<file path="config.mk">
export PLATFORM = sky130hd
export DESIGN_NAME = tbi_core
export DESIGN_NICKNAME = d
export VERILOG_FILES = /design/src/core/tbi_pkg.sv /design/src/core/tbi_core.sv
export SDC_FILE = /design/constraint.sdc
export NUM_CORES = 1
export LEC_CHECK = 0
export ABC_AREA = 1
export BUFFER_PORTS_ARGS = -buffer_cell sky130_fd_sc_hd__buf_4
export CAP_MARGIN = 20
export CORE_AREA = 5 5 231 233
export CTS_CLUSTER_SIZE = 10
export DETAILED_ROUTE_END_ITERATION = 8
export DIE_AREA = 0 0 236 238
export GPL_ROUTABILITY_DRIVEN = 0
export REMOVE_ABC_BUFFERS = 1
export SLEW_MARGIN = 0
export SYNTH_ARGS = -nofsm -noshare
export SYNTH_HDL_FRONTEND = slang
export SYNTH_SLANG_ARGS = --single-unit
</file>
<file path="constraint.sdc">
create_clock -name i_clk_sys -period 5.7 [get_ports i_clk_sys]
set_input_delay 0.57 -clock i_clk_sys [delete_from_list [all_inputs] [get_ports i_clk_sys]]
set_output_delay 0.57 -clock i_clk_sys [all_outputs]
set_load 0.005 [all_outputs]
</file>
<file path="src/core/tbi_pkg.sv">
package tbi_pkg;

   // ----------------------------------------------------------------
   // register byte offsets
   // ----------------------------------------------------------------
   localparam logic [7:0]  TIME_BASE_COUNT_OFS         = 8'h00;
   localparam logic [7:0]  TIMESTAMP_CONTROL_OFS       = 8'h04;
   localparam logic [7:0]  INTERRUPT_CODE_VECTOR_OFS   = 8'h08;
   localparam logic [7:0]  INTERRUPT_FLAGS_ENABLES_OFS = 8'h0c;
   localparam logic [7:0]  RECEIVE_PENDING_SUMMARY_OFS = 8'h10;
   localparam logic [7:0]  TRANSMIT_PENDING_SUMMARY_OFS = 8'h14;

   // ----------------------------------------------------------------
   // field positions and reset values
   // ----------------------------------------------------------------
   localparam int          FD_STAMP_POSITION_BIT  = 18;
   localparam int          END_OF_FRAME_STAMP_BIT = 17;
   localparam int          TIME_BASE_ENABLE_BIT   = 16;
   localparam int          PRESCALE_W             = 10;
   localparam int          RECEIVE_CODE_LSB       = 24;
   localparam int          TRANSMIT_CODE_LSB      = 16;
   localparam int          FILTER_HIT_LSB         = 8;
   localparam int          GENERAL_CODE_LSB       = 0;
   localparam int          ENABLE_HALF_LSB        = 16;
   localparam logic [31:0] TIME_BASE_RESET        = 32'h0000_0000;
   localparam logic [15:0] ENABLE_RESET           = 16'h0000;
   localparam logic [15:0] ENABLE_MASK            = 16'hff1f;
   localparam logic [15:0] STICKY_MASK            = 16'hf00c;

   // flag positions in the lower half of the interrupt register
   localparam int          INVALID_MESSAGE_BIT    = 15;
   localparam int          WAKEUP_BIT             = 14;
   localparam int          BUS_ERROR_BIT          = 13;
   localparam int          SYSTEM_ERROR_BIT       = 12;
   localparam int          RECEIVE_OVERFLOW_BIT   = 11;
   localparam int          TRANSMIT_ATTEMPT_BIT   = 10;
   localparam int          SERIAL_CHECK_BIT       = 9;
   localparam int          MEMORY_CORRECTION_BIT  = 8;
   localparam int          TRANSMIT_EVENT_BIT     = 4;
   localparam int          MODE_CHANGE_BIT        = 3;
   localparam int          TIMER_OVERFLOW_BIT     = 2;
   localparam int          RECEIVE_OBJECT_BIT     = 1;
   localparam int          TRANSMIT_OBJECT_BIT    = 0;

   // ----------------------------------------------------------------
   // vector codes
   // ----------------------------------------------------------------
   localparam logic [6:0]  CODE_NONE              = 7'h40;
   localparam logic [6:0]  CODE_BUS_ERROR         = 7'h41;
   localparam logic [6:0]  CODE_WAKEUP            = 7'h42;
   localparam logic [6:0]  CODE_RECEIVE_OVERFLOW  = 7'h43;
   localparam logic [6:0]  CODE_ADDRESS_ERROR     = 7'h44;
   localparam logic [6:0]  CODE_ASSEMBLY_FAULT    = 7'h45;
   localparam logic [6:0]  CODE_TIMER_OVERFLOW    = 7'h46;
   localparam logic [6:0]  CODE_MODE_CHANGE       = 7'h47;
   localparam logic [6:0]  CODE_INVALID_MESSAGE   = 7'h48;
   localparam logic [6:0]  CODE_TRANSMIT_EVENT    = 7'h49;
   localparam logic [6:0]  CODE_TRANSMIT_ATTEMPT  = 7'h4a;

   // ----------------------------------------------------------------
   // carriers
   // ----------------------------------------------------------------
   typedef struct packed {
      logic [31:0][2:0] rx_flags;
      logic [31:0][2:0] rx_enables;
      logic [31:0]      tx_pending;
      logic [31:0]      rx_overflow_pending;
      logic [31:0]      tx_attempt_pending;
      logic [31:0][4:0] filter_hit;
      logic             tef_pending;
   } tbi_fifo_status_type;

   typedef struct packed {
      logic sof_sample;
      logic fdf_sample;
      logic is_fd;
      logic bit_sample;
      logic frame_valid;
   } tbi_frame_events_type;

   typedef struct packed {
      logic       invalid_message;
      logic       wakeup;
      logic       bus_error;
      logic       assembly_fault;
      logic       address_error;
      logic       ram_collision;
      logic       serial_check_error;
      logic       memory_correction_error;
      logic [2:0] current_operating_mode;
      logic [2:0] requested_operating_mode;
   } tbi_module_events_type;

   typedef struct packed {
      logic [31:0]           time_base_counter;
      logic [PRESCALE_W-1:0] prescale_count;
      logic [PRESCALE_W-1:0] time_base_prescale;
      logic                  time_base_enable;
      logic                  end_of_frame_stamp;
      logic                  fd_stamp_position;
      logic [15:0]           enables;
      logic [15:0]           sticky;
      logic                  system_error_assembly;
      logic [2:0]            mode_seen;
      logic [31:0]           sof_snapshot;
      logic                  wait_next_bit;
      logic [31:0]           stamp;
      logic                  stamp_valid;
      logic [31:0]           rd_data;
   } tbi_state_type;

endpackage

</file>
<file path="src/core/tbi_core.sv">
// Chosen here: the plain strobed port and the register offsets.
`timescale 1ns/1ps
// How it works
// - enabled time base counts up once per prescaler period of module clocks
// - clearing the enable stops the counter and holds it at zero
// - a write to the counter register while enabled loads the counter and clears the prescaler count
// - prescaler value N gives one increment every N+1 clocks
// - fd frames with selector set stamp at sample point after the format bit
// - end-of-frame option stamps when the frame is taken as valid
// - otherwise classical frames stamp at start of frame, fd frames per selector
// - receive code shows 1000000 when idle, else pending receive fifo 1..31
// - transmit code shows 1000000 when idle, else pending transmit fifo 0..31
// - filter hit shows the filter number of the reported received message
// - every code field reports the pending source with the highest code
// - general code encodes module events with their fixed codes
// - general codes 0..31 name a fifo with transmit or receive pending
// - assembly buffer overrun or underrun reports system error code 1000101
// - illegal fifo address reports system error code 1000100
// - sticky event flags set only by hardware, cleared by software
// - a message ram collision sets the system error flag
// - mode change flag sets when current mode becomes the requested one
// - timer overflow flag sets when the counter overflows
// - summary flags are read only and show any pending object interrupt
// - upper-half enables gate the matching lower-half flags into the general code; flag bits 8 and 9 have no general code
// - receive pending bit is the or of that fifo's enabled flags
module tbi_core (
   input  wire logic                          i_clk_sys,
   input  wire logic                          i_sys_rst,
   input  wire logic [7:0]                    i_addr,
   input  wire logic [31:0]                   i_wr_data,
   input  wire logic                          i_wr_stb,
   input  wire logic                          i_rd_stb,
   input  wire tbi_pkg::tbi_fifo_status_type   i_fifo_status,
   input  wire tbi_pkg::tbi_frame_events_type  i_frame_events,
   input  wire tbi_pkg::tbi_module_events_type i_module_events,
   output logic [31:0]                        o_rd_data,
   output logic [31:0]                        o_time_base_counter,
   output logic [31:0]                        o_stamp,
   output logic                               o_stamp_valid
);

   // ----------------------------------------------------------------
   // helpers
   // ----------------------------------------------------------------
   // highest set bit; the top bit of the result says whether any was set
   function automatic logic [5:0] highest_set(input logic [31:0] v);
      logic [5:0] r;
      r = 6'h00;
      for (int i = 0; i < 32; i++) begin
         if (v[i]) begin
            r = {1'b1, 5'(i)};
         end
      end
      return r;
   endfunction

   // fifo code field: number when pending, else the idle code
   function automatic logic [6:0] fifo_code(input logic [5:0] h);
      return h[5] ? {2'b00, h[4:0]} : tbi_pkg::CODE_NONE;
   endfunction

   tbi_pkg::tbi_state_type s;
   tbi_pkg::tbi_state_type s_nxt;

   logic [31:0] rx_pending;
   logic [15:0] flags;
   logic [15:0] gated;
   logic [5:0]  rx_hi;
   logic [5:0]  tx_hi;
   logic [5:0]  gen_hi;
   logic [6:0]  receive_code;
   logic [6:0]  transmit_code;
   logic [4:0]  filter_hit_number;
   logic [6:0]  general_code;
   logic [31:0] vector_word;
   logic        wr_tbc;
   logic        wr_ctl;
   logic        wr_int;
   logic        tick;

   assign wr_tbc = i_wr_stb && (i_addr == tbi_pkg::TIME_BASE_COUNT_OFS);
   assign wr_ctl = i_wr_stb && (i_addr == tbi_pkg::TIMESTAMP_CONTROL_OFS);
   assign wr_int = i_wr_stb && (i_addr == tbi_pkg::INTERRUPT_FLAGS_ENABLES_OFS);
   assign tick   = s.time_base_enable && (s.prescale_count == s.time_base_prescale);

   // ----------------------------------------------------------------
   // status summaries and vector
   // ----------------------------------------------------------------
   // fifo zero never receives, so its summary bit stays zero
   always_comb begin
      rx_pending = 32'h0000_0000;
      for (int i = 1; i < 32; i++) begin
         rx_pending[i] = |(i_fifo_status.rx_flags[i] & i_fifo_status.rx_enables[i]);
      end
   end

   // lower half of the interrupt register, sticky and summary flags merged
   always_comb begin
      flags = s.sticky;
      flags[tbi_pkg::RECEIVE_OVERFLOW_BIT]  = |i_fifo_status.rx_overflow_pending;
      flags[tbi_pkg::TRANSMIT_ATTEMPT_BIT]  = |i_fifo_status.tx_attempt_pending;
      flags[tbi_pkg::SERIAL_CHECK_BIT]      = i_module_events.serial_check_error;
      flags[tbi_pkg::MEMORY_CORRECTION_BIT] = i_module_events.memory_correction_error;
      flags[tbi_pkg::TRANSMIT_EVENT_BIT]    = i_fifo_status.tef_pending;
      flags[tbi_pkg::RECEIVE_OBJECT_BIT]    = |rx_pending;
      flags[tbi_pkg::TRANSMIT_OBJECT_BIT]   = |i_fifo_status.tx_pending;
   end

   // enables gate the general code only; the register read shows raw flags
   assign gated = flags & s.enables;

   assign rx_hi  = highest_set(rx_pending);
   assign tx_hi  = highest_set(i_fifo_status.tx_pending);
   assign gen_hi = highest_set(
      ({32{gated[tbi_pkg::RECEIVE_OBJECT_BIT]}} & rx_pending) |
      ({32{gated[tbi_pkg::TRANSMIT_OBJECT_BIT]}} & i_fifo_status.tx_pending));

   assign receive_code      = fifo_code(rx_hi);
   assign transmit_code     = fifo_code(tx_hi);
   assign filter_hit_number = i_fifo_status.filter_hit[rx_hi[4:0]];

   // general code: the module events carry the higher codes, so they win
   always_comb begin
      if (gated[tbi_pkg::TRANSMIT_ATTEMPT_BIT]) begin
         general_code = tbi_pkg::CODE_TRANSMIT_ATTEMPT;
      end else if (gated[tbi_pkg::TRANSMIT_EVENT_BIT]) begin
         general_code = tbi_pkg::CODE_TRANSMIT_EVENT;
      end else if (gated[tbi_pkg::INVALID_MESSAGE_BIT]) begin
         general_code = tbi_pkg::CODE_INVALID_MESSAGE;
      end else if (gated[tbi_pkg::MODE_CHANGE_BIT]) begin
         general_code = tbi_pkg::CODE_MODE_CHANGE;
      end else if (gated[tbi_pkg::TIMER_OVERFLOW_BIT]) begin
         general_code = tbi_pkg::CODE_TIMER_OVERFLOW;
      end else if (gated[tbi_pkg::SYSTEM_ERROR_BIT] && s.system_error_assembly) begin
         general_code = tbi_pkg::CODE_ASSEMBLY_FAULT;
      end else if (gated[tbi_pkg::SYSTEM_ERROR_BIT]) begin
         general_code = tbi_pkg::CODE_ADDRESS_ERROR;
      end else if (gated[tbi_pkg::RECEIVE_OVERFLOW_BIT]) begin
         general_code = tbi_pkg::CODE_RECEIVE_OVERFLOW;
      end else if (gated[tbi_pkg::WAKEUP_BIT]) begin
         general_code = tbi_pkg::CODE_WAKEUP;
      end else if (gated[tbi_pkg::BUS_ERROR_BIT]) begin
         general_code = tbi_pkg::CODE_BUS_ERROR;
      end else begin
         general_code = fifo_code(gen_hi);
      end
   end

   always_comb begin
      vector_word = 32'h0000_0000;
      vector_word[tbi_pkg::RECEIVE_CODE_LSB +: 7]  = receive_code;
      vector_word[tbi_pkg::TRANSMIT_CODE_LSB +: 7] = transmit_code;
      vector_word[tbi_pkg::FILTER_HIT_LSB +: 5]    = filter_hit_number;
      vector_word[tbi_pkg::GENERAL_CODE_LSB +: 7]  = general_code;
   end

   // ----------------------------------------------------------------
   // next state
   // ----------------------------------------------------------------
   always_comb begin
      logic [15:0] set_ev;
      logic [15:0] clr_ev;
      set_ev = 16'h0000;
      clr_ev = 16'h0000;
      s_nxt  = s;

      // time base; a counter write wins over the increment
      if (!s.time_base_enable) begin
         s_nxt.time_base_counter = tbi_pkg::TIME_BASE_RESET;
         s_nxt.prescale_count    = '0;
      end else if (wr_tbc) begin
         s_nxt.time_base_counter = i_wr_data;
         s_nxt.prescale_count    = '0;
      end else if (tick) begin
         s_nxt.prescale_count    = '0;
         s_nxt.time_base_counter = s.time_base_counter + 32'h0000_0001;
         set_ev[tbi_pkg::TIMER_OVERFLOW_BIT] = &s.time_base_counter;
      end else begin
         s_nxt.prescale_count = s.prescale_count + 10'h001;
      end

      if (wr_ctl) begin
         s_nxt.fd_stamp_position  = i_wr_data[tbi_pkg::FD_STAMP_POSITION_BIT];
         s_nxt.end_of_frame_stamp = i_wr_data[tbi_pkg::END_OF_FRAME_STAMP_BIT];
         s_nxt.time_base_enable   = i_wr_data[tbi_pkg::TIME_BASE_ENABLE_BIT];
         s_nxt.time_base_prescale = i_wr_data[tbi_pkg::PRESCALE_W-1:0];
      end

      // sticky event flags: hardware sets, software writes 0 to clear
      set_ev[tbi_pkg::INVALID_MESSAGE_BIT] = i_module_events.invalid_message;
      set_ev[tbi_pkg::WAKEUP_BIT]          = i_module_events.wakeup;
      set_ev[tbi_pkg::BUS_ERROR_BIT]       = i_module_events.bus_error;
      set_ev[tbi_pkg::SYSTEM_ERROR_BIT]    = i_module_events.assembly_fault |
                                             i_module_events.address_error |
                                             i_module_events.ram_collision;
      set_ev[tbi_pkg::MODE_CHANGE_BIT]     =
         (i_module_events.current_operating_mode != s.mode_seen) &&
         (i_module_events.current_operating_mode ==
          i_module_events.requested_operating_mode);
      s_nxt.mode_seen = i_module_events.current_operating_mode;
      if (wr_int) begin
         s_nxt.enables = i_wr_data[tbi_pkg::ENABLE_HALF_LSB +: 16] & tbi_pkg::ENABLE_MASK;
         clr_ev        = ~i_wr_data[15:0];
      end
      // set wins over a clear in the same cycle
      s_nxt.sticky = ((s.sticky & ~clr_ev) | set_ev) & tbi_pkg::STICKY_MASK;
      if (i_module_events.assembly_fault || i_module_events.ram_collision) begin
         s_nxt.system_error_assembly = 1'b1;
      end else if (i_module_events.address_error) begin
         s_nxt.system_error_assembly = 1'b0;
      end

      // time stamp; the start-of-frame count is held until the format is known
      s_nxt.stamp_valid = 1'b0;
      if (i_frame_events.sof_sample) begin
         s_nxt.sof_snapshot  = s.time_base_counter;
         s_nxt.wait_next_bit = 1'b0;
      end
      if (s.end_of_frame_stamp) begin
         if (i_frame_events.frame_valid) begin
            s_nxt.stamp       = s.time_base_counter;
            s_nxt.stamp_valid = 1'b1;
         end
      end else if (i_frame_events.fdf_sample) begin
         if (i_frame_events.is_fd && s.fd_stamp_position) begin
            s_nxt.wait_next_bit = 1'b1;
         end else begin
            s_nxt.stamp       = s.sof_snapshot;
            s_nxt.stamp_valid = 1'b1;
         end
      end else if (s.wait_next_bit && i_frame_events.bit_sample) begin
         s_nxt.stamp         = s.time_base_counter;
         s_nxt.stamp_valid   = 1'b1;
         s_nxt.wait_next_bit = 1'b0;
      end

      // read data stand for the one cycle after the strobe
      s_nxt.rd_data = 32'h0000_0000;
      if (i_rd_stb) begin
         unique case (i_addr)
            tbi_pkg::TIME_BASE_COUNT_OFS: begin
               s_nxt.rd_data = s.time_base_counter;
            end
            tbi_pkg::TIMESTAMP_CONTROL_OFS: begin
               s_nxt.rd_data[tbi_pkg::FD_STAMP_POSITION_BIT]  = s.fd_stamp_position;
               s_nxt.rd_data[tbi_pkg::END_OF_FRAME_STAMP_BIT] = s.end_of_frame_stamp;
               s_nxt.rd_data[tbi_pkg::TIME_BASE_ENABLE_BIT]   = s.time_base_enable;
               s_nxt.rd_data[tbi_pkg::PRESCALE_W-1:0]         = s.time_base_prescale;
            end
            tbi_pkg::INTERRUPT_CODE_VECTOR_OFS: begin
               s_nxt.rd_data = vector_word;
            end
            tbi_pkg::INTERRUPT_FLAGS_ENABLES_OFS: begin
               s_nxt.rd_data = {s.enables, flags};
            end
            tbi_pkg::RECEIVE_PENDING_SUMMARY_OFS: begin
               s_nxt.rd_data = rx_pending;
            end
            tbi_pkg::TRANSMIT_PENDING_SUMMARY_OFS: begin
               s_nxt.rd_data = i_fifo_status.tx_pending;
            end
            default: begin
               s_nxt.rd_data = 32'h0000_0000;
            end
         endcase
      end
   end

   // ----------------------------------------------------------------
   // state register
   // ----------------------------------------------------------------
   always_ff @(posedge i_clk_sys) begin
      if (i_sys_rst) begin
         s <= '0;
         s.enables <= tbi_pkg::ENABLE_RESET;
      end else begin
         s <= s_nxt;
      end
   end

   assign o_rd_data           = s.rd_data;
   assign o_time_base_counter = s.time_base_counter;
   assign o_stamp             = s.stamp;
   assign o_stamp_valid       = s.stamp_valid;
endmodule

</file>
==> results.yml, run 1 <==
logic_synthesis:
  postSynth.asyncResetShare_pct: 0
  syn_avg_cell_area_um2: 6.16
  dominantRegCellSynth: "dfxtp_1"
  netlist_area_um2: 12500
  ys_seq_area_share_pct: 28.1
  synth-seq-cells: 176
  synthCells: 2033
  synth_edf_count: 0
  ys_warn_count: 0
  synthDistinctLibCells: 45
sta:
  clock_skew_ns: 0.0230
  finalSetupViolations: 0
  hold_violations: 0
  fin_crit_ns: 4.24
  rsz0062_at_grt: "false"
  fin_tns_setup_ns: 0
  fmax_mhz: 236
  post-route-period-util_pct: 74.5
  worst-slew-pin-transition_ns: 1.12
  relSlewSlack_pct: 24.8
  drv_slew: 0
floorplanning:
  die-area_um2: 56200
  die_w_um: 236
  die_h_um: 238
  top_level_ports: 609
  start_util_pct: 24.6
  fp.coreArea_um2: 51000
  rows: 83
cts:
  cts_buffer_depth: 2
  post_cts_resized: 0
  cts-root-buf: "clkbuf_16"
  cts.htree.levels: 4
  cts_tree: "built"
  clock_sinks: 176
  numCtsBuffers: 17
  path_clk_slew_ns: 0.08
  clock_latency_ns: 0.46
  cts_setup_buffers: 0
  hold_buffers: 0
setup_path:
  slowest_delay_ns: 0.38
  endpoint_kind: "register"
  path_common_cell: "nand2_1"
  r2r_cells: 13
  cp.arrival_ns: 4.59
  required_ns: 6.05
  worstPathMaxFanout: 28
  path_class: "input pin to register"
  startpoint_type: "input pin"
  cp_slowest_cell: "inv_2"
run_status:
  status: "finished, final reports clean"
pwr:
  power.ir.vdd_worst_v: 0.000214
  power_density_nw_per_um2: 179
  power_leakage_nw: 8.34
placement:
  io_buffer_count: 602
  place_inst: 3153
  place_hpwl_um: 55100
finish:
  layout-drive-gt1-share_pct: 29.0
  synthToLayoutAreaGrowth_pct: 40.4
  nNetsFinal: 3007
  finalNonFillerCells: 3187
  fillers: 5494
routing:
  wl_um: 66700
  wl_per_cell_um: 20.9
  dr.pass1.iters: 7
  vias: 15695
  final_antenna_net_count: 0
  dr.first_iter.drc_count: 1255
  viasPerCell: 4.92
  drc: 0
grt:
  globalRouteOverflowTotal: 0
  grt_pass1_wl_um: 95800
  grt_pass1_vias: 15423
  grt_max_degree: 82
  grt_use_total_pct: 22.2
  grt_antenna_before_repair: 5
flow_run:
  drv_cap: 0
min_path:
  min_path_cells: 3
  hold_class: "input pin to register"
logic make-up (layout without fill, tap and decap cells):
family,after synthesis,after routing,share of synthesized area [%]
XOR/XNOR,30,30,2.10
other,0,1,0
AND/OR/NAND/NOR,1021,1021,35.5
buffers and inverters,406,879,15.3
AO/OA/AOI/OAI,398,398,18.8
flip-flops,176,176,28.1
adder cells (fa/ha/maj),2,2,0.200
synthesized netlist by cell type, types with 2 or more instances:
cell       count  area share (%)
nand2_1      566              17
inv_1        202             6.1
nand3_1      185             7.4
dfxtp_1      176              28
nor2_1       139             4.2
a21oi_1      128             5.1
o21ai_0       98             3.9
buf_4         96             5.8
clkbuf_1      68             2.0
o22ai_1       63             3.1
a22oi_1       33             2.0
nor4_1        30             1.5
xor2_1        27             1.9
nor2_2        25             1.2
nor3_1        24            0.96
nand4_1       21             1.0
inv_2         17            0.51
buf_2         15            0.60
a221oi_1      14            0.98
o211ai_1      14            0.84
a31oi_1       13            0.65
nor2_4        11            0.99
nand2_2        9            0.45
a211oi_1       7            0.42
clkinv_1       5            0.15
o21ai_1        5            0.20
o221ai_1       5            0.35
o31ai_1        5            0.30
a41oi_1        4            0.28
nor3b_1        4            0.24
nand2_4        3            0.27
xnor2_1        3            0.21
a2111oi_0      2            0.14
a21boi_0       2            0.12
buf_1          2           0.060
ha_1           2            0.20
o21bai_1       2            0.12
power by group:
group / internal [mW] / leakage [nW] / total (mW) / switching (mW)
registers: 1.25 / 1.43 / 1.27 / 0.0144
clock network: 0.652 / 0.278 / 1.19 / 0.537
logic: 0.345 / 6.63 / 0.694 / 0.349
layer usage:
| layer | routed length [µm] | up-vias | GRT usage (%) |
|---|---|---|---|
| met1 | 25600 | 7228 | 25.8 |
| met3 | 4950 | 113 | 4.96 |
| met4 | 2470 | 8 | 7.41 |
| li1 | - | 7583 | - |
| met5 | 69 | - | 0 |
| met2 | 33600 | 763 | 40.3 |
final timing paths:
check,startpoint,end,slack (ns)
min,i_wr_data[30],s[132],0.36
max,i_fifo_status[235],o_rd_data[0],1.46
max reg2reg,o_time_base_counter[3],o_time_base_counter[30],1.82
min reg2reg,o_stamp[17],o_stamp[17],0.46
through the flow:
step / power, mW / cell area (µm²) / hold WS [ns] / worst slack, ns / utilization [%]
3_5_place_dp: 1.99 / 17000 / 0.456 / 1.03 / 33.3
2_1_floorplan: 1.56 / 11500 / 0.439 / 1.22 / -
4_1_cts: 3.18 / 17600 / 0.341 / 1.47 / 34.5
6_report: 3.15 / 17600 / 0.358 / 1.46 / 34.5
5_1_grt: 3.30 / 17600 / 0.361 / 0.946 / 34.5
3_3_place_gp: 1.98 / 17000 / 0.458 / 0.974 / 33.3
worst max-delay path, delay by kind of cell:
kind	cells	cell delay (ns)
buffers and inverters	3	0.58
AO/OA/AOI/OAI	2	0.36
AND/OR/NAND/NOR	41	3.09
state kept, by name (all words and copies together) (netlist names):
name / cells
s: 73
o_rd_data: 32
o_stamp: 32
o_time_base_counter: 32
flags: 6
o_stamp_valid: 1
layout make-up:
type	count	area [µm²]	share of cell area, %
Multi-Input combinational cell	1451	7120	40.5
Timing Repair Buffer	623	4690	26.6
Sequential cell	176	3520	20.0
Tap cell	680	851	4.84
Inverter	224	841	4.78
Clock buffer	21	440	2.50
Clock inverter	11	129	0.732
Antenna cell	1	2.50	0.0142
layout by cell type (no fill, tap or decap), drive strengths merged, types with 2 or more instances in the layout:
master and n:
clkbuf 21, a22oi 33, ha 2, o21bai 2, xnor2 3, a21oi 129, a41oi 4, a2111oi 2
o22ai 64, clkinv 9, nand3 185, nor2 176, nor4 30, nor3 24, a221oi 14, bufinv 2
nand4 21, nand2 578, buf 623, xor2 27, o211ai 14, inv 223, a211oi 7, nor3b 4
dfxtp 176, o31ai 5, o221ai 5, a31oi 13, a21boi 2, o21ai 103
(Power assumes the default switching activity.)
==> run 2: changes to the inputs <==
ABC_AREA = 0   (was 1)
CORE_AREA = 5 5 232 234   (was 5 5 231 233)
DIE_AREA = 0 0 237 239   (was 0 0 236 238)
clock period = 4.1 ns   (was 5.7 ns; I/O delays follow)
==> run 2 against run 1 <==
Compared with the run above:
- combinational power up 37%
- clock skew down 0.012 ns
- die area up 0.85%
- worst hold slack worse by 0.16 ns
- setup slack worse by 0.82 ns
- clock-buffer cell count down 3
- critical path depth down 34
- first-iteration DRC count up 5.2%
- total power up 38%
- largest power group unchanged
==> results.yml, run 2 <==
logic_synthesis:
  syn_avg_cell_area_um2: 7.40
  yosysTopAreaCell: "dfxtp_1"
  postSynth.asyncResetShare_pct: 0
  synth-seq-cells: 176
  synthCells: 1613
  muxShareOfSynthArea_pct: 6.04
  ys_seq_area_share_pct: 29.5
  synth_fa_ha_area_share_pct: 0.210
  synth_top_family_by_area: "compound AO/OA/AOI/OAI gates"
  yosysMostFrequentCell: "nand2_1"
  synth_edf_count: 0
  synth_compound_area_share_pct: 27.3
  yosysTopAreaCellShare_pct: 29.5
  synth_area_leaders: "dfxtp_1 29%, nand2_1 7.6%, buf_4 6.1%, mux2i_1 6.0%, nor2_1 5.4%"
  synthTopCellsByCount: "242 x nand2_1, 176 x dfxtp_1, 171 x nor2_1"
  synth_xor_area_share_pct: 3.52
  netlist_area_um2: 11900
  dominantRegCellSynth: "dfxtp_1"
  ys_warn_count: 0
  yosys.area_share.simple_pct: 23.6
  synthDistinctLibCells: 68
grt:
  globalRouteOverflowTotal: 0
  grt_max_degree: 75
  grt_pass1_vias: 14641
  grt_antenna_before_repair: 7
  grt_pass1_wl_um: 93300
  grt_use_total_pct: 21.5
floorplanning:
  die_w_um: 237
  rows: 84
  die-area_um2: 56600
  start_util_pct: 23.1
  top_level_ports: 609
  die_h_um: 239
  fp.coreArea_um2: 51800
sta:
  drv_slew: 0
  worst-slew-pin-transition_ns: 0.935
  relSlewSlack_pct: 37.2
  post-route-period-util_pct: 84.5
  hold_violations: 0
  finalSetupViolations: 0
  whs_ns: 0.198
  fin_crit_ns: 3.46
  clock_skew_ns: 0.0113
  timing.final.ws_setup_ns: 0.637
  rsz0062_at_grt: "false"
  fmax_mhz: 289
cts:
  cts_tree: "built"
  clock_latency_ns: 0.46
  cts_setup_buffers: 0
  post_cts_resized: 0
  hold_buffers: 0
  cts.htree.levels: 4
  path_clk_slew_ns: 0.07
  numCtsBuffers: 17
  cts-root-buf: "clkbuf_16"
  clock_sinks: 176
  cts_buffer_depth: 2
setup_path:
  startpoint_type: "input pin"
  crit_end: "o_rd_data[9]"
  worstPathMaxFanout: 23
  endpoint_kind: "register"
  crit_path_start: "i_fifo_status[359]"
  required_ns: 4.45
  rr_startpoint: "s[149]"
  cp.arrival_ns: 3.81
  r2r-end: "o_time_base_counter[30]"
  r2r_setup_slack_ns: 0.84
  path_class: "input pin to register"
  r2r_cells: 12
routing:
  vias: 14895
  dr.pass1.iters: 7
  dr.first_iter.drc_count: 1320
  viasPerCell: 5.24
  final_antenna_net_count: 0
  wl_per_cell_um: 23.2
  wl_um: 65900
  drc: 0
finish:
  largest_reg_flops: 73
  synthToLayoutAreaGrowth_pct: 47.0
  final_cell_mix: "685 x buf_4, 241 x nand2_1, 176 x dfxtp_1, 170 x nor2_1, 123 x a21oi_1"
  utilization_pct: 33.9
  layout-drive-gt1-share_pct: 34.7
  final_common_cell: "buf_4"
  top_register: "s"
  nNetsFinal: 2646
  fillers: 5472
  postLayoutCellArea_um2: 17600
placement:
  place_ws_ns: 0.0635
  place_hpwl_um: 54700
  post_dp_cell_area_um2: 17000
  io_buffer_count: 602
min_path:
  hold_class: "input pin to register"
pwr:
  power.total_mw: 4.34
  power.ir.vdd_worst_v: 0.000255
  power_density_nw_per_um2: 247
  power_leakage_nw: 7.38
flow_run:
  drv_cap: 0
run_status:
  status: "finished, final reports clean"
## run 2: area by class of cell
cell class | instances | area (µm²) | area share [%]
diodes | 8 | 20.0 | 0.114
well taps | 688 | 861 | 4.90
multi-input cells | 1226 | 7280 | 41.5
inverters | 23 | 86.3 | 0.492
repair buffers | 688 | 5200 | 29.6
flip-flops and latches | 176 | 3520 | 20.1
clock inverters | 13 | 144 | 0.820
clock buffers | 18 | 439 | 2.50
## run 2: layer usage
layer | vias up | global-route usage (%) | routed length, µm
met5 | - | 0 | 13
met4 | 2 | 7.52 | 2290
met3 | 107 | 5.73 | 5510
met2 | 776 | 38.8 | 33600
met1 | 7078 | 24.7 | 24500
li1 | 6932 | - | -
## run 2: logic make-up after synthesis
logic type	Yosys count
adders and majority gates	2
DFF	176
buffers and inverters	211
muxes	72
xor gates and xnor gates	48
AOI/OAI and AO/OA	480
and+or+nand+nor	624
## run 2: worst max-delay path: stages
cell and delay, ns:
buf_4 0.11, a222oi_1 0.58, nand2b_1 0.14, a311oi_1 0.43, o2111ai_1 0.20, nand3_1 0.23, a21o_4 0.40, mux2i_1 0.34
o22ai_1 0.13, nor4_1 0.43, a21oi_1 0.15, a31o_2 0.23
## run 2: where the power goes
part	total (mW)	internal [mW]	switching (mW)
logic	0.948	0.499	0.450
clock network	1.67	0.875	0.795
registers	1.72	1.71	0.00951
## run 2: stage by stage
stage	TNS [ns]	cells
2_1_floorplan	-56.27	1425
3_3_place_gp	0	2801
3_5_place_dp	0	2801
4_1_cts	0	2832
5_1_grt	0	2835
6_report	0	2840
## run 2: worst min path at each step
stage	start	endpoint	cells past startpoint	slack [ns]
after floorplan	s[127]	s[127]	2	0.43
after global placement	o_stamp[22]	o_stamp[22]	2	0.45
after detailed placement	o_stamp[22]	o_stamp[22]	2	0.45
after CTS	i_module_events[3]	s[98]	2	0.18
after global routing	i_module_events[11]	flags[13]	3	0.19
final	i_module_events[5]	s[100]	2	0.20
